### src/rtcco_pkg.sv
// rtcco_pkg: constants and types shared by the slow clock output and periodic irq logic
// assumes a 100 MHz ref_clk and a 32.768 kHz crystal clock sampled as a plain input
package rtcco_pkg;

  // ----------------------------------------------------------------
  // clocking and prescaler
  // ----------------------------------------------------------------
  localparam int REF_CLK_HZ = 100000000;
  localparam int XTAL_HZ = 32768;
  localparam int PRESCALE_W = 15;
  localparam logic [14:0] PRESCALE_MAX = 15'h7FFF;
  localparam int HALF_SEC_BIT = 14;
  localparam int QUARTER_SEC_BIT = 13;
  localparam int SYNC_STAGES = 2;
  localparam logic [1:0] STRAP_SETTLE = 2'h3;

  // ----------------------------------------------------------------
  // control bit positions and reset values
  // ----------------------------------------------------------------
  localparam logic [3:0] CTRL1_OFFSET = 4'hE;
  localparam logic [3:0] CTRL2_OFFSET = 4'hF;
  localparam int DISABLE_A_BIT = 3;
  localparam int DISABLE_B_BIT = 4;
  localparam logic DISABLE_RESET = 1'h0;

  // ----------------------------------------------------------------
  // period select codes
  // ----------------------------------------------------------------
  localparam logic [2:0] PSEL_OFF = 3'h0;
  localparam logic [2:0] PSEL_FIXED_LOW = 3'h1;
  localparam logic [2:0] PSEL_PULSE_2HZ = 3'h2;
  localparam logic [2:0] PSEL_PULSE_1HZ = 3'h3;
  localparam logic [2:0] PSEL_LEVEL_SEC = 3'h4;
  localparam logic [2:0] PSEL_LEVEL_MIN = 3'h5;
  localparam logic [2:0] PSEL_LEVEL_HOUR = 3'h6;
  localparam logic [2:0] PSEL_LEVEL_MONTH = 3'h7;

  typedef enum logic [1:0] {
    GATE_OFF = 2'h1,
    GATE_ON = 2'h2
  } rtcco_gate_e;

  // rollover pulses from the time counters, ref_clk domain
  typedef struct packed {
    logic minuteTick;
    logic hourTick;
    logic monthTick;
  } rtcco_events_s;

endpackage : rtcco_pkg

### src/rtcco_sync.sv
// rtcco_sync: two flip-flop synchroniser for a bundle of independent levels
// assumes each bit is a slow level or a clock far below ref_clk
`timescale 1ns/1ps
module rtcco_sync #(
  parameter int WIDTH = 1
) (
  input wire logic ref_clk,
  input wire logic rst_n,
  input wire logic [WIDTH-1:0] asyncIn,
  output logic [WIDTH-1:0] syncOut
);

  logic [WIDTH-1:0] meta_q;

  // first stage feeds only the second stage
  always_ff @(posedge ref_clk) begin
    if (!rst_n) begin
      meta_q <= '0;
      syncOut <= '0;
    end else begin
      meta_q <= asyncIn;
      syncOut <= meta_q;
    end
  end

endmodule : rtcco_sync

### src/rtcco_top.sv
// rtcco_top: gated 32.768 kHz output, second prescaler, periodic irq and power-from-zero flag
// assumes ref_clk at 100 MHz; crystal clock, control pin and battery strap arrive asynchronously
// How it works
// - clock output runs when control pin high and either disable bit is zero.
// - both disable bits one or control pin low holds clock output low.
// - disable bits live at D3 of Fh and D4 of Eh, reset zero.
// - output start and stop follow the crystal low phase, no truncated pulses.
// - power-from-zero flag reads zero when power came back from battery.
// - writing the seconds counter clears the sub-second prescaler.
// - level mode pulls irq low each period until the flag is cleared.
// - top select bit chooses level mode: second, minute, hour or month.
`timescale 1ns/1ps
module rtcco_top (
  input wire logic ref_clk,
  input wire logic rst_n,
  input wire logic xtalClk,
  input wire logic clock_out_control_pin,
  input wire logic disableWrite,
  input wire logic clockOutDisableAIn,
  input wire logic clockOutDisableBIn,
  input wire logic secondsWrite,
  input wire logic [2:0] period_select,
  input wire logic periodicFlagClear,
  input wire rtcco_pkg::rtcco_events_s calEvents,
  input wire logic batteryRestored,
  input wire logic powerFlagClear,
  output logic slow_clock_output_pin,
  output logic irq_out_a,
  output logic irqOutAOe,
  output logic periodic_irq_flag,
  output logic power_from_zero_flag,
  output logic clock_out_disable_a,
  output logic clock_out_disable_b,
  output logic secondTick
);

  // ----------------------------------------------------------------
  // input synchronisation and crystal edge detection
  // ----------------------------------------------------------------
  logic [2:0] syncBus;
  logic xtalS;
  logic ctrlPinS;
  logic batteryS;
  logic xtalPrev_q;
  logic xtalRise;
  logic xtalFall;

  rtcco_sync #(
    .WIDTH(3)
  ) rtcco_sync_i (
    .ref_clk(ref_clk),
    .rst_n(rst_n),
    .asyncIn({batteryRestored, clock_out_control_pin, xtalClk}),
    .syncOut(syncBus)
  );

  assign xtalS = syncBus[0];
  assign ctrlPinS = syncBus[1];
  assign batteryS = syncBus[2];

  always_ff @(posedge ref_clk) begin
    if (!rst_n) begin
      xtalPrev_q <= 1'h0;
    end else begin
      xtalPrev_q <= xtalS;
    end
  end

  assign xtalRise = xtalS & ~xtalPrev_q;
  assign xtalFall = ~xtalS & xtalPrev_q;

  // ----------------------------------------------------------------
  // clock-out disable bits
  // ----------------------------------------------------------------
  always_ff @(posedge ref_clk) begin
    if (!rst_n) begin
      clock_out_disable_a <= rtcco_pkg::DISABLE_RESET;
      clock_out_disable_b <= rtcco_pkg::DISABLE_RESET;
    end else if (disableWrite) begin
      clock_out_disable_a <= clockOutDisableAIn;
      clock_out_disable_b <= clockOutDisableBIn;
    end
  end

  // ----------------------------------------------------------------
  // clock output gate
  // ----------------------------------------------------------------
  rtcco_pkg::rtcco_gate_e gate_q;
  rtcco_pkg::rtcco_gate_e gate_d;
  logic gateWant;

  assign gateWant = ctrlPinS & ~(clock_out_disable_a & clock_out_disable_b);

  // gate moves only on a crystal falling edge, so a pulse is never cut short
  always_comb begin
    gate_d = gate_q;
    case (gate_q)
      rtcco_pkg::GATE_OFF: if (xtalFall && gateWant) gate_d = rtcco_pkg::GATE_ON;
      rtcco_pkg::GATE_ON: if (xtalFall && !gateWant) gate_d = rtcco_pkg::GATE_OFF;
      default: gate_d = rtcco_pkg::GATE_OFF;
    endcase
  end

  always_ff @(posedge ref_clk) begin
    if (!rst_n) begin
      gate_q <= rtcco_pkg::GATE_OFF;
    end else begin
      gate_q <= gate_d;
    end
  end

  always_ff @(posedge ref_clk) begin
    if (!rst_n) begin
      slow_clock_output_pin <= 1'h0;
    end else begin
      slow_clock_output_pin <= (gate_q == rtcco_pkg::GATE_ON) & xtalS;
    end
  end

  // ----------------------------------------------------------------
  // one-second prescaler
  // ----------------------------------------------------------------
  logic [rtcco_pkg::PRESCALE_W-1:0] prescale_q;

  always_ff @(posedge ref_clk) begin
    if (!rst_n) begin
      prescale_q <= '0;
    end else if (secondsWrite) begin
      prescale_q <= '0;
    end else if (xtalRise) begin
      prescale_q <= prescale_q + 15'h1;
    end
  end

  always_ff @(posedge ref_clk) begin
    if (!rst_n) begin
      secondTick <= 1'h0;
    end else begin
      secondTick <= xtalRise & ~secondsWrite & (prescale_q == rtcco_pkg::PRESCALE_MAX);
    end
  end

  // ----------------------------------------------------------------
  // periodic interrupt
  // ----------------------------------------------------------------
  logic periodEvent;
  logic irqLow;

  always_comb begin
    case (period_select)
      rtcco_pkg::PSEL_LEVEL_SEC: periodEvent = secondTick;
      rtcco_pkg::PSEL_LEVEL_MIN: periodEvent = calEvents.minuteTick;
      rtcco_pkg::PSEL_LEVEL_HOUR: periodEvent = calEvents.hourTick;
      rtcco_pkg::PSEL_LEVEL_MONTH: periodEvent = calEvents.monthTick;
      default: periodEvent = 1'h0;
    endcase
  end

  // a new period arriving with the clear keeps the flag set
  always_ff @(posedge ref_clk) begin
    if (!rst_n) begin
      periodic_irq_flag <= 1'h0;
    end else if (periodEvent) begin
      periodic_irq_flag <= 1'h1;
    end else if (periodicFlagClear) begin
      periodic_irq_flag <= 1'h0;
    end
  end

  // pulse modes fall together with the second increment
  always_comb begin
    case (period_select)
      rtcco_pkg::PSEL_OFF: irqLow = 1'h0;
      rtcco_pkg::PSEL_FIXED_LOW: irqLow = 1'h1;
      rtcco_pkg::PSEL_PULSE_2HZ: irqLow = ~prescale_q[rtcco_pkg::QUARTER_SEC_BIT];
      rtcco_pkg::PSEL_PULSE_1HZ: irqLow = ~prescale_q[rtcco_pkg::HALF_SEC_BIT];
      default: irqLow = periodic_irq_flag;
    endcase
  end

  always_ff @(posedge ref_clk) begin
    if (!rst_n) begin
      irqOutAOe <= 1'h0;
    end else begin
      irqOutAOe <= irqLow;
    end
  end

  // open drain: only ever pulls low
  assign irq_out_a = 1'h0;

  // ----------------------------------------------------------------
  // power-from-zero flag
  // ----------------------------------------------------------------
  // strap is taken only once the synchroniser has refilled after reset
  logic [1:0] settle_q;
  logic strapTake;

  assign strapTake = (settle_q == (rtcco_pkg::STRAP_SETTLE - 2'h1));

  always_ff @(posedge ref_clk) begin
    if (!rst_n) begin
      settle_q <= 2'h0;
    end else if (settle_q != rtcco_pkg::STRAP_SETTLE) begin
      settle_q <= settle_q + 2'h1;
    end
  end

  always_ff @(posedge ref_clk) begin
    if (!rst_n) begin
      power_from_zero_flag <= 1'h0;
    end else if (strapTake) begin
      power_from_zero_flag <= ~batteryS;
    end else if (powerFlagClear) begin
      power_from_zero_flag <= 1'h0;
    end
  end

  // ----------------------------------------------------------------
  // assertions
  // ----------------------------------------------------------------
  a_clock_runs: assert property (@(posedge ref_clk) disable iff (!rst_n)
    (gate_q == rtcco_pkg::GATE_ON) && xtalS |=> slow_clock_output_pin)
    else $error("clock output not following crystal while gated on");

  a_clock_held_low: assert property (@(posedge ref_clk) disable iff (!rst_n)
    xtalFall && !gateWant |=> (gate_q == rtcco_pkg::GATE_OFF) ##1 !slow_clock_output_pin)
    else $error("clock output not held low when disabled");

  a_disable_reset: assert property (@(posedge ref_clk)
    $past(!rst_n) && rst_n |-> !clock_out_disable_a && !clock_out_disable_b)
    else $error("disable bits not zero after reset");

  a_gate_sync: assert property (@(posedge ref_clk) disable iff (!rst_n)
    $changed(gate_q) |-> $past(xtalFall) && !$past(xtalS))
    else $error("clock gate changed outside crystal falling edge");

  a_power_flag: assert property (@(posedge ref_clk) disable iff (!rst_n)
    strapTake |=> power_from_zero_flag == !$past(batteryS))
    else $error("power-from-zero flag wrong after strap capture");

  a_seconds_write: assert property (@(posedge ref_clk) disable iff (!rst_n)
    secondsWrite |=> prescale_q == '0 ##1 !secondTick)
    else $error("prescaler not cleared by seconds write");

  a_level_hold: assert property (@(posedge ref_clk) disable iff (!rst_n)
    period_select[2] && periodic_irq_flag && !periodicFlagClear && $stable(period_select)
    |=> periodic_irq_flag && irqOutAOe)
    else $error("level irq released without flag clear");

  a_level_second: assert property (@(posedge ref_clk) disable iff (!rst_n)
    period_select == rtcco_pkg::PSEL_LEVEL_SEC && secondTick |=> periodic_irq_flag)
    else $error("second period did not set the flag");

endmodule : rtcco_top

### config.mk
export PLATFORM = sky130hd
export DESIGN_NAME = rtcco_top
export DESIGN_NICKNAME = d
export VERILOG_FILES = /design/src/rtcco_pkg.sv /design/src/rtcco_sync.sv /design/src/rtcco_top.sv
export SDC_FILE = /design/constraint.sdc
export NUM_CORES = 1
export LEC_CHECK = 0
export ABC_AREA = 1
export CAP_MARGIN = 20
export CORE_MARGIN = 2
export CORE_UTILIZATION = 35
export CTS_CLUSTER_DIAMETER = 40
export CTS_CLUSTER_SIZE = 14
export DETAILED_ROUTE_END_ITERATION = 10
export DONT_BUFFER_PORTS = 1
export PLACE_DENSITY = 0.53
export SLEW_MARGIN = 20
export SYNTH_ARGS = -nofsm -noshare
export SYNTH_HDL_FRONTEND = slang
export SYNTH_HIERARCHICAL = 1
export SYNTH_SLANG_ARGS = --single-unit
### constraint.sdc
create_clock -name ref_clk -period 1.2 [get_ports ref_clk]
set_input_delay 0.12 -clock ref_clk [delete_from_list [all_inputs] [get_ports ref_clk]]
set_output_delay 0.12 -clock ref_clk [all_outputs]
set_load 0.01 [all_outputs]
==> results.md <==
- Status: finished, final reports clean
- Clk buf depth: 2
- Pre-CTS setup slack: -0.07252 ns
- Worst VDD drop: 0.0006846 V
- HP Class: in -> reg
- Synth-to-layout area growth: 22.84%
- Post-synthesis simple-gate area fraction: just under 30%
- Core region area: approximately 4000 um^2
- Port Buffers: 0
- RSZ-0062 raised after global routing: true
- Global route overflow: 0
- Max Clk Rate: between 800 and 900 MHz
- IO Count: 25
- Max cap viols: 0
- Final setup violation count: 0
- RD Place Congestion: between 0.7 and 0.8
- Critical setup path kind: reg -> reg
- Final period util: a little over nine tenths
- DR vias/cell: 4.371
- Slowest stage delay, CP: approximately 0.37 ns
- Worst Path Max Fanout: 4
- Xor and xnor area share after synthesis: 0.6034%
- Total CTS buffers: 5
- CP startpoint: prescale_q[0]$_SDFFE_PP0N_
- Design area: 1783 um^2
- WL final: ~2700 um
- Die ar.: 4678 um^2
- DP HPWL: 1849 um
- Leakage: 0.7850 nW
- Setup crit end kind: flip-flop
- Cell Area, Placed: approximately 1600 um^2
- CP arrival: between 1 and 1.5 ns
- Critical path's slowest cell: dfxtp_4
- Worst Clk Skew: between 0.007 and 0.008 ns
- Post-synth design cell area: approximately 1500 um^2
- Yosys cell types: 27
- Fraction of layout cells with a size suffix above 1: around 18%
- Pwr Density: ~1200 nW/um^2
- FP Rows: 23
- WP buf/inv: 1
- Seq/Total Area, Yosys: between 40% and 50%
- Syn_nets: around 220
- Mux cell area share after synthesis: 0%
- WP data required: roughly 1.4 ns
- Total power: 2.134 mW
- Average wire per standard cell: 9.787 um
- Fillers: approximately 400
- DRC violations left: 0
- Compound-gate portion of the synthesized area: between 10% and 20%
- CP top delay family: simple AND/OR/NAND/NOR gates
- Critical Path Most Common Cell: nor2_4
- Yosys reg bits: 33
- TritonCTS clock tree: done
- Setup crit start kind: flip-flop
- Mapped Cells: 197
- Crit-path cells: ha_4, inv_2, nor2_4, nand3_4, nor2_4, nand3_2, nand2_1, nor2_1
- Vias: about 1200
- Vias in the first global route: 1200
- Largest family of logic cells by synthesized area: simple AND/OR/NAND/NOR gates
- Initial antenna violation count: 0
- Final min period: between 1 and 1.5 ns
- Final Hold Fails: 0
- Clock latency on the worst-skew pair: about 0.28 ns
- CTS Sinks: 33
- Reg-to-Reg Start: prescale_q[0]$_SDFFE_PP0N_
- Slew Limit Fails: 0
- ANT nets after route: 0
- Adder-cell share of the synthesized area: 2.586%
- Final setup margin: 0.03800 ns
- Synth Area per Inst: roughly 7.4 um^2
- 1st-pass router iterations: 4
- Min-Delay Startpoint: rst_n
- First DRT Iteration DRCs: 58
- H-tree levels: 2
- Pin count of the biggest net entering global routing: 13
- First-pass GRT wire length: 4712 um
- Final layout net count: 241
- Antenna cell count: 0
- Total global-route track usage: 13.89%
- Yosys warnings: 6
- Vert. Die Dim: 68.40 um
- Register-to-register setup slack: about 0.038 ns
- Final design utilization: approximately 45%
- Initial Util: 36.28%
- Clk slew on worst S/H paths: around 0.07 ns
- Clk root buf: clkbuf_8
- Die X: ~68 um
[worst register-to-register path: stages, from the launching register on]
cell     delay [ns]
dfxtp_4        0.37
ha_4           0.13
inv_2          0.03
nor2_4         0.14
nand3_4        0.11
nor2_4         0.12
nand3_2        0.08
nand2_1        0.06
nor2_1         0.03
[routing by layer]
layer	global-route usage [%]	routed length, um	share of wire (%)
met3	3.947	111	4.2
met1	14.67	1294	49
met4	8.250	64	2.4
met5	0	0	0
met2	24.28	1191	45
[power breakdown]
group          internal [mW]  switching, mW  total (mW)  leakage [nW]
registers               1.14         0.0306        1.17         0.271
logic                 0.0762         0.0843       0.161         0.470
clock network          0.400          0.406       0.805        0.0439
total                   1.61          0.521        2.13         0.785
[state kept, by name, indices dropped and copies added, names as in the netlist, 2 cells and up]
name and cells:
gate_q 2, prescale_q 15, rtcco_sync_i/meta_q 3, rtcco_sync_i/syncOut 3, settle_q 2
[Yosys cell counts]
cell type	instances	area (um^2)
nand2_2	2	12.51
o21ai_0	13	65.06
a211oi_1	1	7.510
and3_1	1	6.260
nand2_1	37	138.9
o21ai_1	1	5.000
xnor2_1	1	8.760
nor2_2	1	6.260
nor3_1	3	15.01
nand3_1	2	10.01
nor2_1	33	123.9
conb_1	1	3.750
dfxtp_1	33	660.6
or2_2	1	6.260
buf_4	2	15.01
o21a_1	1	7.510
ha_1	3	37.54
a21boi_0	1	7.510
a31oi_1	2	12.51
inv_1	34	127.6
nand3_4	1	17.52
inv_2	1	3.750
nand3_2	2	20.02
a31o_2	1	8.760
nor2_4	4	45.04
a21oi_1	12	60.06
nand4_1	3	18.77
[worst paths after layout]
check	end	cells past startpoint
setup / recovery	prescale_q[14]$_SDFFE_PP0N_	8
hold / removal	settle_q[1]$_SDFFE_PN0P_	2
setup reg to reg	prescale_q[14]$_SDFFE_PP0N_	8
hold reg to reg	rtcco_sync_i/syncOut[1]$_SDFF_PN0_	2
[layout make-up]
| type | instances | area, um^2 | area share [%] |
|---|---|---|---|
| clock buffer | 5 | 68.82 | 3.860 |
| clock inverter | 3 | 17.52 | 0.9825 |
| inverter | 35 | 131.4 | 7.368 |
| multi-input combinational | 127 | 669.4 | 37.54 |
| sequential | 33 | 670.6 | 37.61 |
| tap | 50 | 62.56 | 3.509 |
| timing repair buffer | 19 | 162.7 | 9.123 |
[what timing repair did]
item / CTS / global route
endpoints found under the hold margin: 15 / 0
hold buffers: 8 / 0
resized for setup: 3 / 10
setup endpoints to repair: 4 / 12
buffers inserted: 2 / 0
pin swaps: 3 / 3
gates cloned: 0 / 0
[per-stage QoR]
step,TNS [ns],std cells,hold slack [ns]
2_1_floorplan,0,197,0.2135
3_3_place_gp,-0.04135,254,0.2160
3_5_place_dp,-0.1291,254,0.2206
4_1_cts,-0.04944,272,0.003571
5_1_grt,-0.4149,272,0.01451
6_report,0,272,0.009187
[cell families after synthesis]
| group | Yosys count |
|---|---|
| adder cells (fa/ha/maj) | 3 |
| buffers and inverters | 37 |
| AND/OR/NAND/NOR | 90 |
| other | 1 |
| flip-flops | 33 |
| XOR/XNOR | 1 |
| AO/OA/AOI/OAI | 32 |
[placed cells by master, fill, tap and decap left out, types with 3 or more instances in the layout]
| cell type | instances |
|---|---|
| o21ai_0 | 13 |
| nor2_1 | 32 |
| nor2_4 | 5 |
| a21oi_1 | 12 |
| inv_2 | 3 |
| dlygate4sd3_1 | 8 |
| nand2_1 | 37 |
| dfxtp_1 | 29 |
| clkbuf_8 | 5 |
| nand4_1 | 3 |
| inv_1 | 32 |
| buf_4 | 11 |
(Power assumes the default switching activity.)
